<file path="src/cbd_defines.svh">
// bit positions, codes and reset values of the command byte decoder
`ifndef CBD_DEFINES_SVH
`define CBD_DEFINES_SVH

`define CBD_CMD_BIT      7
`define CBD_TYPE_HI      6
`define CBD_TYPE_LO      5
`define CBD_FIELD_HI     4
`define CBD_FIELD_LO     0

`define CBD_TYPE_REPEAT  2'h0
`define CBD_TYPE_AUTO    2'h1
`define CBD_TYPE_RSVD    2'h2
`define CBD_TYPE_SPECIAL 2'h3

`define CBD_SF_NOP       5'h00
`define CBD_SF_PROX_CLR  5'h05
`define CBD_SF_ALS_CLR   5'h06
`define CBD_SF_BOTH_CLR  5'h07

`define CBD_ADDR_RESET   5'h00
`define CBD_ADDR_STEP    5'h01

`endif

</file>
<file path="src/cbd_pkg.sv">
// types shared by the command byte decoder and its byte-level bus front end
`default_nettype none

package cbd_pkg;

	// framing events from the serial slave after its address phase
	typedef struct packed {
		logic start;   // address matched, transaction begins
		logic is_read; // direction of the transaction that begins
		logic stop;    // transaction over
	} cbd_xfer_t;

	// one byte written by the host
	typedef struct packed {
		logic       valid;
		logic [7:0] data;
	} cbd_byte_t;

	// one data write towards the register file
	typedef struct packed {
		logic       we;
		logic [4:0] addr;
		logic [7:0] data;
	} cbd_reg_wr_t;

	// where the decoder stands inside a transaction
	typedef enum logic [1:0] {
		CBD_IDLE  = 2'b00,
		CBD_FIRST = 2'b01,
		CBD_DATA  = 2'b11
	} cbd_state_t;

endpackage

`default_nettype wire

</file>
<file path="src/cbd_command_decoder.sv">
// command byte decoder: held register address, transfer type and interrupt clears
// How it works
// - keep the register address set by the latest address-carrying command
// - type 00 repeats, 01 auto-increments, 11 special; 10 is reserved
// - repeated-byte type keeps the held address for every data access
// - auto-increment type steps the held address after each data byte
// - low five bits are an address, or a special code for type 11
// - special codes: 0 nothing, 5 proximity clear, 6 ambient clear, 7 both
// - interrupt clears are single pulses, nothing stored for software
// - first written byte of a transaction is the command if its top bit is set, later bytes data
// - a read with no command first uses the held address
// - a written byte with top bit clear is data at the held address
`timescale 1ns/1ps
`default_nettype none
`include "cbd_defines.svh"

module cbd_command_decoder (
	input  wire logic               CLK,
	input  wire logic               RST,
	input  wire cbd_pkg::cbd_xfer_t XFER,
	input  wire cbd_pkg::cbd_byte_t WR_BYTE,
	input  wire logic               RD_DONE,
	output logic [4:0]              REG_ADDR,
	output logic                    AUTO_INC,
	output cbd_pkg::cbd_reg_wr_t    REG_WR,
	output logic                    PROX_INT_CLR,
	output logic                    ALS_INT_CLR
);
	import cbd_pkg::*;

	// ************************************************************
	// decoding helpers
	// ************************************************************

	// type field of a byte
	function automatic logic [1:0] type_of(input logic [7:0] b);
		type_of = b[`CBD_TYPE_HI:`CBD_TYPE_LO];
	endfunction

	// low field of a byte: address or special code
	function automatic logic [4:0] field_of(input logic [7:0] b);
		field_of = b[`CBD_FIELD_HI:`CBD_FIELD_LO];
	endfunction

	cbd_state_t state;
	logic       is_cmd;
	logic       addr_cmd;
	logic       special_cmd;
	logic       data_wr;
	logic       step;
	logic [4:0] code;
	logic [1:0] ctype;

	// ************************************************************
	// byte classification
	// ************************************************************

	// only the first written byte can be a command; later ones are data
	assign ctype       = type_of(WR_BYTE.data);
	assign code        = field_of(WR_BYTE.data);
	assign is_cmd      = WR_BYTE.valid && state == CBD_FIRST && WR_BYTE.data[`CBD_CMD_BIT];
	// reserved type 10 is dropped so a stray code cannot move the address
	assign addr_cmd    = is_cmd && (ctype == `CBD_TYPE_REPEAT || ctype == `CBD_TYPE_AUTO);
	assign special_cmd = is_cmd && ctype == `CBD_TYPE_SPECIAL;
	assign data_wr     = WR_BYTE.valid && state != CBD_IDLE && !is_cmd;
	// bytes outside a transaction are ignored
	assign step        = AUTO_INC && (data_wr || (RD_DONE && state != CBD_IDLE));

	// ************************************************************
	// transaction framing
	// ************************************************************

	// a read starts straight in data, so it never sees a command
	always_ff @(posedge CLK) begin
		if (RST) begin
			state <= CBD_IDLE;
		end else if (XFER.stop) begin
			state <= CBD_IDLE;
		end else if (XFER.start) begin
			state <= XFER.is_read ? CBD_DATA : CBD_FIRST;
		end else if (WR_BYTE.valid && state == CBD_FIRST) begin
			state <= CBD_DATA;
		end
	end

	// ************************************************************
	// held address and transfer type
	// ************************************************************

	// special commands leave the held address untouched
	always_ff @(posedge CLK) begin
		if (RST) begin
			REG_ADDR <= `CBD_ADDR_RESET;
		end else if (addr_cmd) begin
			REG_ADDR <= code;
		end else if (step) begin
			REG_ADDR <= REG_ADDR + `CBD_ADDR_STEP; // wraps within five bits
		end
	end

	// the type sticks until the next address-carrying command
	always_ff @(posedge CLK) begin
		if (RST) begin
			AUTO_INC <= 1'b0;
		end else if (addr_cmd) begin
			AUTO_INC <= (ctype == `CBD_TYPE_AUTO);
		end
	end

	// ************************************************************
	// data write towards the register file
	// ************************************************************

	// address is the held one before any step of this byte
	always_ff @(posedge CLK) begin
		if (RST) begin
			REG_WR <= '0;
		end else begin
			REG_WR.we <= data_wr;
			if (data_wr) begin
				REG_WR.addr <= REG_ADDR;
				REG_WR.data <= WR_BYTE.data;
			end
		end
	end

	// ************************************************************
	// interrupt clear strobes
	// ************************************************************

	// one-cycle pulses: the interrupt logic drops its pending flag itself
	always_ff @(posedge CLK) begin
		if (RST) begin
			PROX_INT_CLR <= 1'b0;
			ALS_INT_CLR  <= 1'b0;
		end else begin
			PROX_INT_CLR <= special_cmd && (code == `CBD_SF_PROX_CLR || code == `CBD_SF_BOTH_CLR);
			ALS_INT_CLR  <= special_cmd && (code == `CBD_SF_ALS_CLR || code == `CBD_SF_BOTH_CLR);
		end
	end
endmodule

`default_nettype wire

</file>
<file path="config.mk">
export PLATFORM = sky130hd
export DESIGN_NAME = cbd_command_decoder
export DESIGN_NICKNAME = d
export VERILOG_FILES = /design/src/cbd_pkg.sv /design/src/cbd_command_decoder.sv
export VERILOG_INCLUDE_DIRS = /design/src
export SDC_FILE = /design/constraint.sdc
export NUM_CORES = 1
export LEC_CHECK = 0
export ABC_CLOCK_PERIOD_IN_PS = 1350
export BUFFER_PORTS_ARGS = -buffer_cell sky130_fd_sc_hd__buf_4
export CORE_UTILIZATION = 48
export CTS_CLUSTER_DIAMETER = 100
export DETAILED_ROUTE_END_ITERATION = 6
export PLACE_DENSITY = 0.74
export SYNTH_ARGS = -nofsm -noshare
export SYNTH_HDL_FRONTEND = slang
export SYNTH_SLANG_ARGS = --single-unit
</file>
<file path="constraint.sdc">
create_clock -name CLK -period 1.35 [get_ports CLK]
set_input_delay 0.2025 -clock CLK [delete_from_list [all_inputs] [get_ports CLK]]
set_output_delay 0.2025 -clock CLK [all_outputs]
set_load 0.02 [all_outputs]
</file>
==> reports/metrics.cfg <==
[placement]
placedInstanceArea_um2 = 1350
io_buffers = 36
hpwl_um = 1810
preCtsSetupSlack_ns = -0.0206
routabilityCongestion = 0.811
placedCellCount = 177

[synthesis]
syn-cell-area_um2 = 1040
synth_edf_count = 0
synth.area.top_cells = dfxtp_1 (46%), mux2i_1 (12%), nor2_1 (7.9%), a21oi_1 (2.9%), nand3_1 (2.9%)
synthFlopType = dfxtp_1
ys_ff_latch = 24
post_synth.cell_area_avg_um2 = 9.14
synth_cell_types = 27
yosysSeqAreaShare_pct = 46.1
synth_top_family_by_area = simple AND/OR/NAND/NOR gates
synthXorXnorAreaFrac_pct = 0
syn_nets = 130
synthSimpleGateAreaFrac_pct = 26.3
synth_top_area_share_pct = 46.1
synth_fa_ha_area_share_pct = 1.20
synthArstFlopShare_pct = 0
synthCells = 114
synth_top_area_cell = dfxtp_1
synthMuxAreaShare_pct = 12.5
yosysWarnings = 0
synth_compound_area_share_pct = 9.60

[route]
dr.first_iter.drc_count = 25
vias_per_cell = 5.39
vias = 970
ant_nets = 0
post_drt_wl_per_cell_um = 13.1
firstDrtPassIters = 4
drc_errors = 0
drt_wl_total_um = 2360

[final_layout]
diodes = 0
final_cell_mix = buf_4 (41), dfxtp_1 (24), nor2_1 (22)
drive_gt1_share_pct = 30.7
final_nets = 171
layout_commonest_cell = buf_4
areaGrowthSynthToFinish_pct = 32.1
final_util_pct = 68.8
instances_no_fill = 180
final_cell_area_um2 = 1380

[sta]
slew_viol_final = 0
final-hold-violation-count = 0
worstMarginPinSlew_ns = 0.463
whs_ns = 0.0505
rsz0062_at_grt = no
fin_skew_ns = 0.00310
finalSetupViolations = 0
finalCriticalPeriod_ns = 1.24
clock.fmax_mhz = 807
fin_ws_ns = 0.111
post-route-period-util_pct = 91.8
relSlewSlack_pct = 68.8

[power]
p_leak_nw = 0.693
power.density_nw_per_um2 = 851
seqPwrFrac_pct = 62.1
switching_power_mw = 0.282
p_int_mw = 0.889
pwr-share-clk_pct = 25.9
comb_power_share_pct = 12.0
peakVddDrop_mv = 0.590
switching_share_pct = 24.1

[die]
dieWidth_um = 48.6
core_area_um2 = 2000
placementRows = 16
die_y_um = 48.6
initial_core_util_pct = 52.1
ios = 37
dieArea_um2 = 2360

[grt]
grt_usage_pct = 21.9
grt_max_degree = 26
grt_pass1_wl_um = 4050
first_global_vias = 949
antenna_found_initial = 0
overflow = 0

[critical_path]
path_class = flip-flop to flip-flop
critPathArrivalTime_ns = 1.50
setup.worst_path.start_class = flip-flop
rr_worst_depth = 4
critPathCaptureType = flip-flop
rrSetupSlack_ns = 0.11
cp.required_ns = 1.61
path_max_fanout = 6

[clock_network]
cts_num_sinks = 24
htree_levels = 1
cts_buffers = 3
cts_max_path_buffers = 2
root_buffer = clkbuf_4
post_cts_buffers = 0
clk_latency_ns = 0.31
cts_tree = built
clk_pin_slew_ns = 0.12

[run_status]
outcome = completed

[worst_hold_path]
hold_path_class = primary input to flip-flop
whs_path_depth = 2

[job]
drv_cap = 0

metrics by stage:
step	power [mW]	setup TNS, ns
2_1_floorplan	0.812	0
3_3_place_gp	0.877	0
3_5_place_dp	0.882	-0.0376
4_1_cts	1.18	0
5_1_grt	1.24	0
6_report	1.17	0
flip-flops by register name (all words and copies together), names as in the netlist:
| signal | count |
|---|---|
| state | 2 |
| ALS_INT_CLR | 1 |
| PROX_INT_CLR | 1 |
| AUTO_INC | 1 |
| REG_WR | 14 |
| REG_ADDR | 5 |
synthesized netlist by cell type (2+ instances only):
cell and count:
a21oi_1 6, and2_1 2, clkbuf_1 3, dfxtp_1 24, inv_1 2, mux2i_1 13
nand2_1 7, nand2b_1 2, nand3_1 6, nand3b_1 2, nand4_1 4, nand4b_1 2
nor2_1 22, nor3_1 3, o2111ai_1 3, o211ai_1 2
logic make-up (layout without fill, tap and decap cells):
family,after synthesis,count (layout)
AOI/OAI and AO/OA,15,15
DFF,24,24
adders and majority gates,1,1
buffers and inverters,7,46
and+or+nand+nor,54,54
muxes,13,13
worst paths after layout:
check	endpoint	startpoint
min	state[0]	XFER[0]
max reg2reg	REG_ADDR[4]	state[0]
max	REG_ADDR[4]	state[0]
min reg2reg	REG_WR[7]	REG_WR[7]
power groups by stage:
stage	Clock, mW	Sequential [mW]	Combinational [mW]
3_3_place_gp	0	0.743	0.135
6_report	0.303	0.727	0.140
3_5_place_dp	0	0.743	0.139
5_1_grt	0.355	0.729	0.153
4_1_cts	0.315	0.727	0.139
2_1_floorplan	0	0.754	0.0584
worst max-delay path, stage by stage, from the launching register on:
cell and delay (ns):
dfxtp_1 0.38, o21ai_0 0.42, nor2_1 0.14, a21oi_1 0.15, nand3b_1 0.11
final cells by class:
class / count / area [um2]
multi-input cells: 83 / 524
repair buffers: 41 / 308
well taps: 27 / 33.8
inverters: 2 / 7.51
flip-flops and latches: 24 / 480
clock buffers: 3 / 22.5
fillers: 166 / 626
layer usage:
layer,GRT usage (%),routed length (um),vias up
met1,26.3,1030,449
li1,-,-,481
met3,4.09,116,3
met4,10.3,22,0
met2,37.6,1190,37
met5,0,0,-
what timing repair did:
item / in CTS / in global routing
hold endpoints to repair: 0 / 0
hold buffers: 0 / 0
setup endpoints to repair: 5 / 6
pin swaps: 0 / 0
gates resized for setup: 1 / 1
No activity file was read; power rests on OpenSTA's default activity.
